## src/dbs_pkg.sv

```systemverilog
// package of constants and types for the brake, stall and torque-off supervisor
package dbs_pkg;
	// clock and time base
	localparam int unsigned CLK_HZ = 200_000_000;
	localparam int unsigned TICK_US = 1000;
	localparam int unsigned TICK_CYC = CLK_HZ / 1_000_000 * TICK_US;
	localparam int unsigned PRE_W = 18;
	// release sequence figures
	localparam int unsigned REL_WAIT_MS = 20;
	localparam logic [15:0] REL_WAIT_TICKS = 16'(REL_WAIT_MS);
	localparam logic [3:0] BACK_STEPS = 4'h4;
	// register byte offsets
	localparam logic [7:0] OFS_CTRL = 8'h00;
	localparam logic [7:0] OFS_STAT = 8'h04;
	localparam logic [7:0] OFS_BRK_DLY = 8'h08;
	localparam logic [7:0] OFS_STALL_PCT = 8'h0C;
	localparam logic [7:0] OFS_STALL_MS = 8'h10;
	localparam logic [7:0] OFS_TARGET = 8'h14;
	localparam logic [7:0] OFS_IRQ_ST = 8'h18;
	localparam logic [7:0] OFS_IRQ_MASK = 8'h1C;
	// control word bits
	localparam int CTL_FWD = 0;
	localparam int CTL_REV = 1;
	localparam int CTL_RELEASE = 4;
	// status word bits
	localparam int STS_BRAKE_REL = 2;
	localparam int STS_MOVING = 6;
	localparam int STS_STO = 8;
	localparam int STS_DIAG = 9;
	localparam int STS_POS_ERR = 10;
	// interrupt bits
	localparam int IRQ_DONE = 0;
	localparam int IRQ_STALL = 1;
	localparam int IRQ_STO = 2;
	localparam int IRQ_DIAG = 3;
	// reset values and the full-scale percentage
	localparam logic [15:0] RST_BRK_DLY_MS = 16'h03E8;
	localparam logic [7:0] RST_STALL_PCT = 8'h1E;
	localparam logic [15:0] RST_STALL_MS = 16'h00C8;
	localparam logic [15:0] RST_TARGET = 16'h0000;
	localparam logic [7:0] PCT_FULL = 8'h64;

	typedef enum logic [2:0] {
		ST_IDLE,
		ST_REL_WAIT,
		ST_REL_BACK,
		ST_RUN,
		ST_STO
	} dbs_state_t;

	typedef struct packed {
		logic cyc;
		logic stb;
		logic we;
		logic [7:0] adr;
		logic [3:0] sel;
		logic [31:0] dat;
	} dbs_wb_req_t;

	typedef struct packed {
		logic ack;
		logic [31:0] dat;
	} dbs_wb_rsp_t;

	typedef struct packed {
		logic move_fwd;
		logic move_rev;
		logic back_step;
		logic torque_en;
		logic brake_release;
	} dbs_drive_t;
endpackage : dbs_pkg

```

## src/dbs_ctrl.sv

```systemverilog
// brake sequencing, stall abort and safe torque off supervisor with wishbone registers
`timescale 1ns/10ps
// Summary of operation
// - a run command with the brake fitted and closed waits briefly, then steps a few increments backwards.
// - after each run not ended by torque-off the brake closes once the configurable delay, one second by default, has passed.
// - a run starting before the close delay expires keeps the brake released and skips the release steps.
// - a run aborts when speed stays below the stall fraction of target speed longer than the stall time.
// - the stall fraction resets to thirty percent and the stall time to two hundred milliseconds.
// - a manual run starts from control bit 0 or 1 together with release bit 4 and moves that way.
// - status bit 6 is set while the drive moves and cleared once it stops.
// - a run ended by stall clears the moving bit and sets status bit 10.
// - while the torque-off input is active all motor torque is removed at once.
// - torque-off is left on its own once the input drops, unless a diagnostic fault is latched.
// - a diagnostic failure latches torque-off until the next power-on reset.
// - the latched diagnostic state shows in status bit 9.
module dbs_ctrl #(
	parameter int unsigned TICK_CYCLES = dbs_pkg::TICK_CYC
) (
	input wire logic clk,
	input wire logic rst,
	input wire logic ce,
	input wire dbs_pkg::dbs_wb_req_t wb_req,
	output dbs_pkg::dbs_wb_rsp_t wb_rsp,
	input wire logic [15:0] measured_speed,
	input wire logic run_end,
	input wire logic diag_fail,
	input wire logic safe_torque_off_input,
	input wire logic brake_fitted,
	output dbs_pkg::dbs_drive_t drive,
	output logic irq
);
	import dbs_pkg::*;

	typedef struct packed {
		dbs_state_t st;
		logic [15:0] ctrl;
		logic [15:0] brk_dly;
		logic [7:0] stall_pct;
		logic [15:0] stall_ms;
		logic [15:0] target;
		logic [3:0] irq_st;
		logic [3:0] irq_mask;
		logic [PRE_W-1:0] pre;
		logic [15:0] tmr;
		logic [15:0] brk_tmr;
		logic [3:0] steps;
		logic dir_rev;
		logic rearm;
		logic moving;
		logic pos_err;
		logic diag_lat;
		logic sto_s1;
		logic sto_s2;
		logic fit_s1;
		logic fit_s2;
		dbs_drive_t drv;
		dbs_wb_rsp_t rsp;
		logic irq;
	} dbs_regs_t;

	dbs_regs_t state_reg;
	dbs_regs_t state_next;

	// speed below limit: speed*100 < target*pct, widened so neither side wraps
	function automatic logic below_limit(input logic [15:0] spd, input logic [15:0] tgt, input logic [7:0] pct);
		logic [31:0] lhs;
		logic [31:0] rhs;
		lhs = 32'(spd) * 32'(PCT_FULL);
		rhs = 32'(tgt) * 32'(pct);
		return lhs < rhs;
	endfunction : below_limit

	// last tick of a span of lim ticks; a zero span ends at once rather than wrapping
	function automatic logic at_limit(input logic [15:0] cnt, input logic [15:0] lim);
		return (lim == 16'h0000) || (cnt >= lim - 16'h0001);
	endfunction : at_limit

	// byte-lane merge for a sixteen bit field in the low half
	function automatic logic [15:0] merge16(input logic [15:0] old, input logic [31:0] wd, input logic [3:0] sel);
		logic [15:0] res;
		res = old;
		if (sel[0]) begin
			res[7:0] = wd[7:0];
		end
		if (sel[1]) begin
			res[15:8] = wd[15:8];
		end
		return res;
	endfunction : merge16

	logic [31:0] status_word;
	logic tick;
	logic run_req;
	logic run_dir_rev;
	logic bus_go;
	logic wr;
	logic [3:0] irq_set;
	logic [3:0] irq_clr;

	always_comb begin
		status_word = 32'h0000_0000;
		status_word[STS_BRAKE_REL] = state_reg.drv.brake_release;
		status_word[STS_MOVING] = state_reg.moving;
		status_word[STS_STO] = (state_reg.st == ST_STO);
		status_word[STS_DIAG] = state_reg.diag_lat;
		status_word[STS_POS_ERR] = state_reg.pos_err;
	end

	// free-running prescaler: the first tick of any wait may come up to one tick early
	assign tick = (state_reg.pre == PRE_W'(TICK_CYCLES - 1));
	// both direction bits at once is not a valid request and is ignored
	assign run_req = state_reg.ctrl[CTL_RELEASE] & (state_reg.ctrl[CTL_FWD] ^ state_reg.ctrl[CTL_REV]);
	assign run_dir_rev = state_reg.ctrl[CTL_REV];
	assign bus_go = wb_req.cyc & wb_req.stb & ~state_reg.rsp.ack;
	assign wr = bus_go & wb_req.we;

	always_comb begin
		state_next = state_reg;
		irq_set = 4'h0;
		irq_clr = 4'h0;
		// torque-off and brake-fitted pins pass two flops; only the second stage is read
		state_next.sto_s1 = safe_torque_off_input;
		state_next.sto_s2 = state_reg.sto_s1;
		state_next.fit_s1 = brake_fitted;
		state_next.fit_s2 = state_reg.fit_s1;
		state_next.pre = tick ? '0 : state_reg.pre + 1'b1;
		state_next.drv.back_step = 1'b0;

		// diagnostic latch is only cleared by reset
		if (diag_fail && !state_reg.diag_lat) begin
			state_next.diag_lat = 1'b1;
			irq_set[IRQ_DIAG] = 1'b1;
		end
		// a dropped command re-arms the next run
		if (!run_req) begin
			state_next.rearm = 1'b0;
		end

		// brake close delay counts only while idle with the brake open
		if (state_reg.st == ST_IDLE && state_reg.drv.brake_release && tick) begin
			if (at_limit(state_reg.brk_tmr, state_reg.brk_dly)) begin
				state_next.drv.brake_release = 1'b0;
				state_next.brk_tmr = 16'h0000;
			end else begin
				state_next.brk_tmr = state_reg.brk_tmr + 16'h0001;
			end
		end

		// run sequencer; the torque-off block below overrides it
		case (state_reg.st)
			ST_IDLE: begin
				state_next.moving = 1'b0;
				if (run_req && !state_reg.rearm) begin
					state_next.dir_rev = run_dir_rev;
					state_next.pos_err = 1'b0;
					state_next.tmr = 16'h0000;
					state_next.brk_tmr = 16'h0000;
					state_next.drv.torque_en = 1'b1;
					// a close falling due in this very cycle is cancelled, never applied mid-run
					state_next.drv.brake_release = state_reg.drv.brake_release;
					if (state_reg.fit_s2 && !state_reg.drv.brake_release) begin
						state_next.st = ST_REL_WAIT;
					end else begin
						state_next.st = ST_RUN;
						state_next.moving = 1'b1;
						state_next.drv.move_fwd = ~run_dir_rev;
						state_next.drv.move_rev = run_dir_rev;
					end
				end
			end
			ST_REL_WAIT: begin
				state_next.drv.brake_release = 1'b1;
				if (tick) begin
					if (at_limit(state_reg.tmr, REL_WAIT_TICKS)) begin
						state_next.tmr = 16'h0000;
						state_next.steps = BACK_STEPS;
						state_next.st = ST_REL_BACK;
					end else begin
						state_next.tmr = state_reg.tmr + 16'h0001;
					end
				end
			end
			ST_REL_BACK: begin
				state_next.moving = 1'b1;
				// one increment per tick, opposite to the requested way
				if (tick) begin
					if (state_reg.steps == 4'h0) begin
						state_next.st = ST_RUN;
						state_next.tmr = 16'h0000;
						state_next.drv.move_fwd = ~state_reg.dir_rev;
						state_next.drv.move_rev = state_reg.dir_rev;
					end else begin
						state_next.steps = state_reg.steps - 4'h1;
						state_next.drv.back_step = 1'b1;
						state_next.drv.move_fwd = state_reg.dir_rev;
						state_next.drv.move_rev = ~state_reg.dir_rev;
					end
				end
			end
			ST_RUN: begin
				state_next.moving = 1'b1;
				if (!run_req || run_end || run_dir_rev != state_reg.dir_rev) begin
					state_next.st = ST_IDLE;
					state_next.moving = 1'b0;
					// a finished run does not restart on the still-held command
					state_next.rearm = run_end;
					state_next.drv.move_fwd = 1'b0;
					state_next.drv.move_rev = 1'b0;
					state_next.brk_tmr = 16'h0000;
					irq_set[IRQ_DONE] = 1'b1;
				end else if (tick) begin
					if (below_limit(measured_speed, state_reg.target, state_reg.stall_pct)) begin
						if (state_reg.tmr >= state_reg.stall_ms) begin
							// held command must be dropped before the next run
							state_next.st = ST_IDLE;
							state_next.moving = 1'b0;
							state_next.pos_err = 1'b1;
							state_next.rearm = 1'b1;
							state_next.drv.move_fwd = 1'b0;
							state_next.drv.move_rev = 1'b0;
							state_next.brk_tmr = 16'h0000;
							irq_set[IRQ_STALL] = 1'b1;
						end else begin
							state_next.tmr = state_reg.tmr + 16'h0001;
						end
					end else begin
						state_next.tmr = 16'h0000;
					end
				end
			end
			ST_STO: begin
				// leave on its own; rearm stops a held command restarting at once
				if (!state_reg.sto_s2 && !state_reg.diag_lat && !diag_fail) begin
					state_next.st = ST_IDLE;
					state_next.rearm = 1'b1;
				end
			end
			default: begin
				state_next.st = ST_STO;
			end
		endcase

		// torque-off overrides every state, no ramp: category 0 stop
		if (state_reg.sto_s2 || state_reg.diag_lat || diag_fail) begin
			if (state_reg.st != ST_STO) begin
				irq_set[IRQ_STO] = 1'b1;
			end
			state_next.st = ST_STO;
			state_next.moving = 1'b0;
			state_next.drv.torque_en = 1'b0;
			state_next.drv.move_fwd = 1'b0;
			state_next.drv.move_rev = 1'b0;
			state_next.drv.back_step = 1'b0;
			state_next.drv.brake_release = 1'b0;
			state_next.brk_tmr = 16'h0000;
		end else if (state_reg.st == ST_STO) begin
			state_next.drv.torque_en = 1'b0;
		end

		// wishbone: ack one cycle after the request, dropped the next cycle
		state_next.rsp.ack = bus_go;
		state_next.rsp.dat = 32'h0000_0000;
		// read data stays zero outside ack
		if (bus_go && !wb_req.we) begin
			case (wb_req.adr)
				OFS_CTRL: state_next.rsp.dat = {16'h0000, state_reg.ctrl};
				OFS_STAT: state_next.rsp.dat = status_word;
				OFS_BRK_DLY: state_next.rsp.dat = {16'h0000, state_reg.brk_dly};
				OFS_STALL_PCT: state_next.rsp.dat = {24'h000000, state_reg.stall_pct};
				OFS_STALL_MS: state_next.rsp.dat = {16'h0000, state_reg.stall_ms};
				OFS_TARGET: state_next.rsp.dat = {16'h0000, state_reg.target};
				OFS_IRQ_ST: state_next.rsp.dat = {28'h0000000, state_reg.irq_st};
				OFS_IRQ_MASK: state_next.rsp.dat = {28'h0000000, state_reg.irq_mask};
				default: state_next.rsp.dat = 32'h0000_0000;
			endcase
		end
		// status is read-only; unmapped writes are dropped
		if (wr) begin
			case (wb_req.adr)
				OFS_CTRL: state_next.ctrl = merge16(state_reg.ctrl, wb_req.dat, wb_req.sel);
				OFS_BRK_DLY: state_next.brk_dly = merge16(state_reg.brk_dly, wb_req.dat, wb_req.sel);
				OFS_STALL_PCT: begin
					if (wb_req.sel[0]) begin
						state_next.stall_pct = wb_req.dat[7:0];
					end
				end
				OFS_STALL_MS: state_next.stall_ms = merge16(state_reg.stall_ms, wb_req.dat, wb_req.sel);
				OFS_TARGET: state_next.target = merge16(state_reg.target, wb_req.dat, wb_req.sel);
				OFS_IRQ_ST: begin
					if (wb_req.sel[0]) begin
						irq_clr = wb_req.dat[3:0];
					end
				end
				OFS_IRQ_MASK: begin
					if (wb_req.sel[0]) begin
						state_next.irq_mask = wb_req.dat[3:0];
					end
				end
				default: begin
				end
			endcase
		end
		// an event in the clearing cycle survives the clear
		state_next.irq_st = (state_reg.irq_st & ~irq_clr) | irq_set;
		state_next.irq = |(state_next.irq_st & state_next.irq_mask);
	end

	always_ff @(posedge clk or posedge rst) begin
		if (rst) begin
			state_reg <= '{
				st: ST_IDLE,
				ctrl: 16'h0000,
				brk_dly: RST_BRK_DLY_MS,
				stall_pct: RST_STALL_PCT,
				stall_ms: RST_STALL_MS,
				target: RST_TARGET,
				irq_st: 4'h0,
				irq_mask: 4'h0,
				pre: '0,
				tmr: 16'h0000,
				brk_tmr: 16'h0000,
				steps: 4'h0,
				dir_rev: 1'b0,
				rearm: 1'b0,
				moving: 1'b0,
				pos_err: 1'b0,
				diag_lat: 1'b0,
				sto_s1: 1'b0,
				sto_s2: 1'b0,
				fit_s1: 1'b0,
				fit_s2: 1'b0,
				drv: '0,
				rsp: '0,
				irq: 1'b0
			};
		end else if (ce) begin
			state_reg <= state_next;
		end
	end

	assign wb_rsp = state_reg.rsp;
	assign drive = state_reg.drv;
	assign irq = state_reg.irq;
endmodule : dbs_ctrl

```

## config.mk

```make
export PLATFORM = sky130hd
export DESIGN_NAME = dbs_ctrl
export DESIGN_NICKNAME = d
export VERILOG_FILES = /design/src/dbs_pkg.sv /design/src/dbs_ctrl.sv
export SDC_FILE = /design/constraint.sdc
export NUM_CORES = 1
export LEC_CHECK = 0
export BUFFER_PORTS_ARGS = -buffer_cell sky130_fd_sc_hd__buf_2
export CAP_MARGIN = 10
export CELL_PAD_IN_SITES_DETAIL_PLACEMENT = 1
export CELL_PAD_IN_SITES_GLOBAL_PLACEMENT = 2
export CORE_MARGIN = 5
export CORE_UTILIZATION = 40
export CTS_CLUSTER_DIAMETER = 120
export DETAILED_ROUTE_END_ITERATION = 10
export PLACE_DENSITY_LB_ADDON = 0.08
export RECOVER_POWER = 100
export SLEW_MARGIN = 20
export SYNTH_ARGS = -nofsm -noshare
export SYNTH_HDL_FRONTEND = slang
export SYNTH_SLANG_ARGS = --single-unit
```

## constraint.sdc

```tcl
create_clock -name clk -period 8.56 [get_ports clk]
set_clock_uncertainty 0.1 [all_clocks]
set_input_delay 0.856 -clock clk [delete_from_list [all_inputs] [get_ports clk]]
set_output_delay 0.856 -clock clk [all_outputs]
set_load 0.1 [all_outputs]
```

; Word-level counts from Yosys, hierarchy flattened
; Cells that the tools add are included.
[totals]
reg_bits = 185
latch_bits = 0
ramBits = 0
rom_bits = 0
in_bits = 70
output_inout_bits = 39
word_cells = 228
n_memories = 0
[classes]
add_sub_neg = 5
n_mul = 2
n_div = 0
order_cmp = 4
n_eq_ne = 36
shifts = 0
n_mux = 86
bitwise = 12
n_reduce_logical = 50
[op_table]
columns = operator, count
row1 = 16-bit 2-to-1 mux, 14
row2 = 16-bit one-hot mux with 8 select lines, 1
row3 = 32-bit 2-to-1 mux, 2
row4 = 16-bit one-hot mux with 4 select lines, 1
row5 = 3-bit 2-to-1 mux, 16
row6 = 4-bit 2-to-1 mux, 10
row7 = 4-bit AND reduction, 9
row8 = "16-bit by 1-bit adder with 16-bit output, second input constant", 2
row9 = "8-bit by 5-bit equality test with 1-bit output, second input constant", 4
row10 = 16-bit greater-or-equal comparator, 2
row11 = 16-bit one-hot mux with 2 select lines, 1
row12 = 23-bit by 24-bit less-than comparator with 1-bit output, 1
row13 = 16-bit by 8-bit multiplier with 24-bit output, 1
row14 = 2-bit 2-to-1 mux, 12
row15 = "16-bit by 5-bit multiplier with 21-bit output, second input constant", 1
row16 = 1-bit 2-to-1 mux, 21
row17 = "18-bit by 1-bit adder with 18-bit output, second input constant", 1
row18 = "18-bit equality test, second input constant", 1
row19 = 18-bit 2-to-1 mux, 1
row20 = "2-bit inequality test, second input constant", 9
row21 = "3-bit inequality test, second input constant", 6
row22 = "8-bit by 4-bit equality test with 1-bit output, second input constant", 2
row23 = "16-bit by 5-bit greater-or-equal comparator with 1-bit output, second input constant", 1
row24 = 16-bit zero test, 1
row25 = 39 further kinds, 75

; Logic depth before layout (Yosys ltp)
[depth]
depth_word = 11
depth_mapped = 32
mapped_depth_nobuf = 29

; Least setup slack after synthesis
; No wires, ideal clock.
[synth_path]
kind = reg-to-reg
startpoint = reg state_reg[146] (netlist name)
endpoint = reg state_reg[61] (netlist name)
setup_ps = 76
arrival_ps = 6719
required_ps = 8384
setup_slack_ps = 1665
path_stages_with_launch = 31
n_path_buf = 2
synth_period_minus_slack_ps = 6895
path_cell_list = dfstp_2 -> clkbuf_1 -> nand2_1 -> fa_1 -> fa_1 -> inv_1 -> fa_1 -> inv_1 -> fa_1 -> inv_1 -> ha_1 -> nand3_1 -> o211ai_1 -> o41ai_1 -> o21ai_1 -> a21o_1 -> a21oi_1 -> a31oi_1 -> a211oi_1 -> xor2_1 -> ha_1 -> nand3_1 -> nor3_1 -> nand2_1 -> a21oi_1 -> nand3b_1 -> o2111ai_1 -> and2_1 -> buf_6 -> or4_1 -> o21ai_1
[synth_between]
elab_chain_len = 7
[synth_lines]
columns = element, line
row1 = "start, declared", dbs_ctrl.sv:61  ; dbs_regs_t state_reg;
row2 = "start signal, assigned", dbs_ctrl.sv:310  ; state_reg <= '{
row3 = "start signal, assigned", dbs_ctrl.sv:337  ; state_reg <= state_next;
row4 = 16-bit by 8-bit multiplier with 24-bit output, dbs_ctrl.sv:69  ; rhs = 32'(tgt) * 32'(pct);
row5 = 23-bit by 24-bit less-than comparator with 1-bit output, dbs_ctrl.sv:70  ; return lhs < rhs;
row6 = 16-bit 2-to-1 mux, dbs_ctrl.sv:212  ; if (below_limit(measured_speed, state_reg.target, state_reg.stall_pct)) begin
row7 = 32-bit 2-to-1 mux, dbs_ctrl.sv:211  ; end else if (tick) begin
row8 = 16-bit 2-to-1 mux, dbs_ctrl.sv:202  ; if (!run_req || run_end || run_dir_rev != state_reg.dir_rev) begin
row9 = 16-bit one-hot mux with 2 select lines, dbs_ctrl.sv:150  ; case (state_reg.st)
row10 = 16-bit 2-to-1 mux, dbs_ctrl.sv:244  ; if (state_reg.sto_s2 || state_reg.diag_lat || diag_fail) begin
; No other way between the ends. The select of a mux whose other input is x is not followed.
; A chain may end at the register's enable or synchronous reset.

; Worst setup path after layout
[layout_path]
startpoint = reg state_reg[145] (netlist name)
endpoint = reg state_reg[61] (netlist name)
; The elaborated chain is that of the path after synthesis.

==> metrics.md <==
| Metric | Value |
|---|---|
| Number of antenna diodes | 0 |
| GRT overflow | 0 |
| Clk slew on worst S/H paths | 0.07 ns |
| DR DRC count | 0 |
| Hold buffers post-CTS | 0 |
| Count of final hold-check violations | 0 |
| F_max | 0.124 GHz |
| Simple-gate share of the synthesized area | 17.5% |
| Setup_tns | 0 ns |
| Area taken by multi-input logic gates | 10,100 um^2 |
| Clk sinks | 169 |
| CP max stage delay | 0.77 ns |
| Horiz. Die Dim | 208 um |
| Top FF cell, synth | dfrtp_1 |
| DRT Pass-1 Iters | 5 |
| Crit path launch type | flop |
| FF/Latch Area | 4250 um^2 |
| Fin crit share | 94.5% |
| Mapped Area | 15,600 um^2 |
| DR vias/cell | 5.35 |
| Post-Route WL | 43.4 mm |
| Row count | 72 |
| Max-Slew Margin vs Limit | -175% |
| RePlAce Congestion | 0.806 |
| Initial DRC count | 556 |
| Post-Synth XOR/XNOR Area | 3.70% |
| Hold slack | 0.394 ns |
| Post-Syn Instances | 1,694 |
| Synth warnings | 0 |
| Yosys cell types | 86 |
| Pleak | 8.31 nW |
| Total CTS buffers | 17 |
| Most frequent cells in the layout | 218 x inv_1, 156 x dfrtp_1, 154 x ha_1 |
| Fillers | 4,447 |
| Final setup vio count | 0 |
| Total setup buffers inserted after CTS | 0 |
| Sw Share | 29.6% |
| Fraction of layout cells with a size suffix above 1 | 10.7% |
| Tmin final | 8.09 ns |
| CP required | 8.81 ns |
| Hold Crit Class | reg2reg |
| Kind of critical path | reg2reg |
| Area grow syn2layout | 8.65% |
| Max FFs per register | 143 |
| Worst vdd ir | 0.132 mV |
| Post-route ant nets | 0 |
| CP Data Arrival Time | 8.34 ns |
| Int Pwr | 1.56 mW |
| Cell mode on critical path | fa_1 |
| Pre-CTS WS | 0.333 ns |
| Clock power share | 40.2% |
| Pwr dens | 130 nW/um^2 |
| Syn Area/Cell | 9.23 um^2 |
| Core ar. | 38,600 um^2 |
| Power share of the combinational group | 21.2% |
| EDFF count, synth | 0 |
| Routed wire per std cell | 19.2 um |
| Worst setup margin | 0.469 ns |
| Seq pwr share | 38.6% |
| Ports | 109 |
| Vias in the first global route | 12,700 |
| # H-tree levels | 4 |
| Outcome | finished, violations left |
| Slew @ Worst Pin | 4.11 ns |
| Area of the die | 43,100 um^2 |
| Failing checks | capacitance limit, slew limit |
| TritonCTS clock tree | built |
| Initial Utilization | 40.5% |
| Largest net degree at the start of global routing | 87 |
| First-pass GRT wire length | 71.0 mm |
| CTS resizes | 0 |
| Clk Latency, worst-skew pair | 0.44 ns |
| Vias | 12,100 |
| Final Max Slew Viols | 236 |
| Detail Placement HPWL | 33.8 mm |
| Critical path's slowest cell | dfstp_2 |
| CTS max path bufs | 2 |
| Post-synthesis mux area share | 5.58% |
| Nets@finish | 2,054 |
| Synth Area in Compound Gates | 13.1% |
| Setup crit end kind | flop |
| Sequential share of the synthesized area | 27.1% |
| Chip height | 208 um |
| Largest family of logic cells by synthesized area | adder cells |
| Crit path max fanout | 25 |
| Commonest non-fill, non-tap cell in the layout | inv_1 |
| Number of synthesized register bits | 169 |
| Total track usage | 20.1% |
| NetSw | 655 uW |
| Max Cap Viol | 3 |
| Number of port buffers | 74 |
| Root Driver | clkbuf_16 |
| RSZ-0062 raised after global routing | no |
| Ys async rst share | 100% |
| Antenna violations before repair | 0 |
| Adder-cell share of the synthesized area | 24.5% |
==> final cells by class <==
| type | instances | share of cell area [%] |
|---|---|---|
| Clock buffer | 18 | 2.58 |
| Clock inverter | 13 | 1.33 |
| Inverter | 220 | 4.87 |
| Multi-Input combinational cell | 1232 | 59.6 |
| Sequential cell | 169 | 25.0 |
| Tap cell | 518 | 3.81 |
| Timing Repair Buffer | 95 | 2.81 |
==> critical path: cells and delay by family, from the launching register on <==
family                   cells  cell delay [ns]
adder cells (fa/ha/maj)      6             2.70
XOR/XNOR                     1             0.11
buffers and inverters        4             0.37
AND/OR/NAND/NOR              8             1.80
flip-flops                   1             0.77
AO/OA/AOI/OAI               10             2.16
==> worst paths after layout <==
| path | cells past startpoint | start | slack, ns | end |
|---|---|---|---|---|
| min | 1 | state_reg[97] | 0.39 | state_reg[97] |
| max in group asynchronous | 3 | rst | 1.81 | state_reg[117] |
| min in group asynchronous | 2 | rst | 1.54 | state_reg[81] |
| min reg2reg | 1 | state_reg[97] | 0.39 | state_reg[97] |
| max reg2reg | 29 | state_reg[145] | 0.47 | state_reg[61] |
| max | 29 | state_reg[145] | 0.47 | state_reg[61] |
==> synth_stat cells, types with 6 or more instances <==
cell type	count	area, um^2
buf_4	39	293
ha_1	154	1930
a221oi_1	6	52.6
a22oi_1	20	150
or3_1	9	56.3
o21a_1	9	67.6
o21bai_1	7	52.6
nand4_1	13	81.3
nor2b_1	10	62.6
inv_1	219	822
mux2_1	17	191
clkbuf_1	38	143
nand3_1	38	190
dfrtp_1	156	3900
nor2_1	73	274
fa_1	95	1900
a31oi_1	6	37.5
a222oi_1	9	90.1
a21o_1	20	150
mux2_2	56	631
o22ai_1	16	100
nor3_1	36	180
nand2b_1	27	169
nor4_1	7	43.8
and3_1	34	213
buf_2	6	30.0
and2_1	104	651
o31ai_1	10	75.1
xor2_1	24	210
a211oi_1	7	52.6
o21ai_1	59	295
xnor2_1	42	368
a21oi_1	61	305
dfstp_2	13	342
o21ai_0	35	175
nand2_1	121	454
a22o_1	10	87.6
==> through the flow <==
step	instance area, um^2	std cells	util, %	power [mW]
5_1_grt	17000	2265	44.0	2.35
6_report	17000	2265	44.0	2.21
3_3_place_gp	16400	2234	42.4	1.33
4_1_cts	17100	2265	44.1	2.24
3_5_place_dp	16400	2234	42.4	1.34
2_1_floorplan	15700	1709	-	1.22
==> kinds of logic (layout without fill, tap and decap cells) <==
group                    after synthesis  in the layout
AO/OA/AOI/OAI                        313            313
XOR/XNOR                              66             66
adder cells (fa/ha/maj)              249            249
buffers and inverters                308            346
flip-flops                           169            169
multiplexers                          78             78
other                                  1             16
AND/OR/NAND/NOR                      510            510
==> power groups by stage <==
stage | clock [mW] | combinational [mW] | sequential, mW
after floorplan | 0 | 0.362 | 0.857
after global placement | 0 | 0.458 | 0.868
after detailed placement | 0 | 0.472 | 0.869
after CTS | 0.907 | 0.478 | 0.854
after global routing | 0.946 | 0.542 | 0.859
final | 0.889 | 0.469 | 0.855
==> per-layer routing <==
layer / GRT usage (%) / vias up / routed length (um)
met5: 0 / - / 0
met4: 2.99 / 0 / 437
met3: 2.19 / 21 / 980
met2: 31.2 / 146 / 19300
met1: 31.0 / 6131 / 22600
li1: - / 5829 / -
Power figures use the tool's default switching activity.
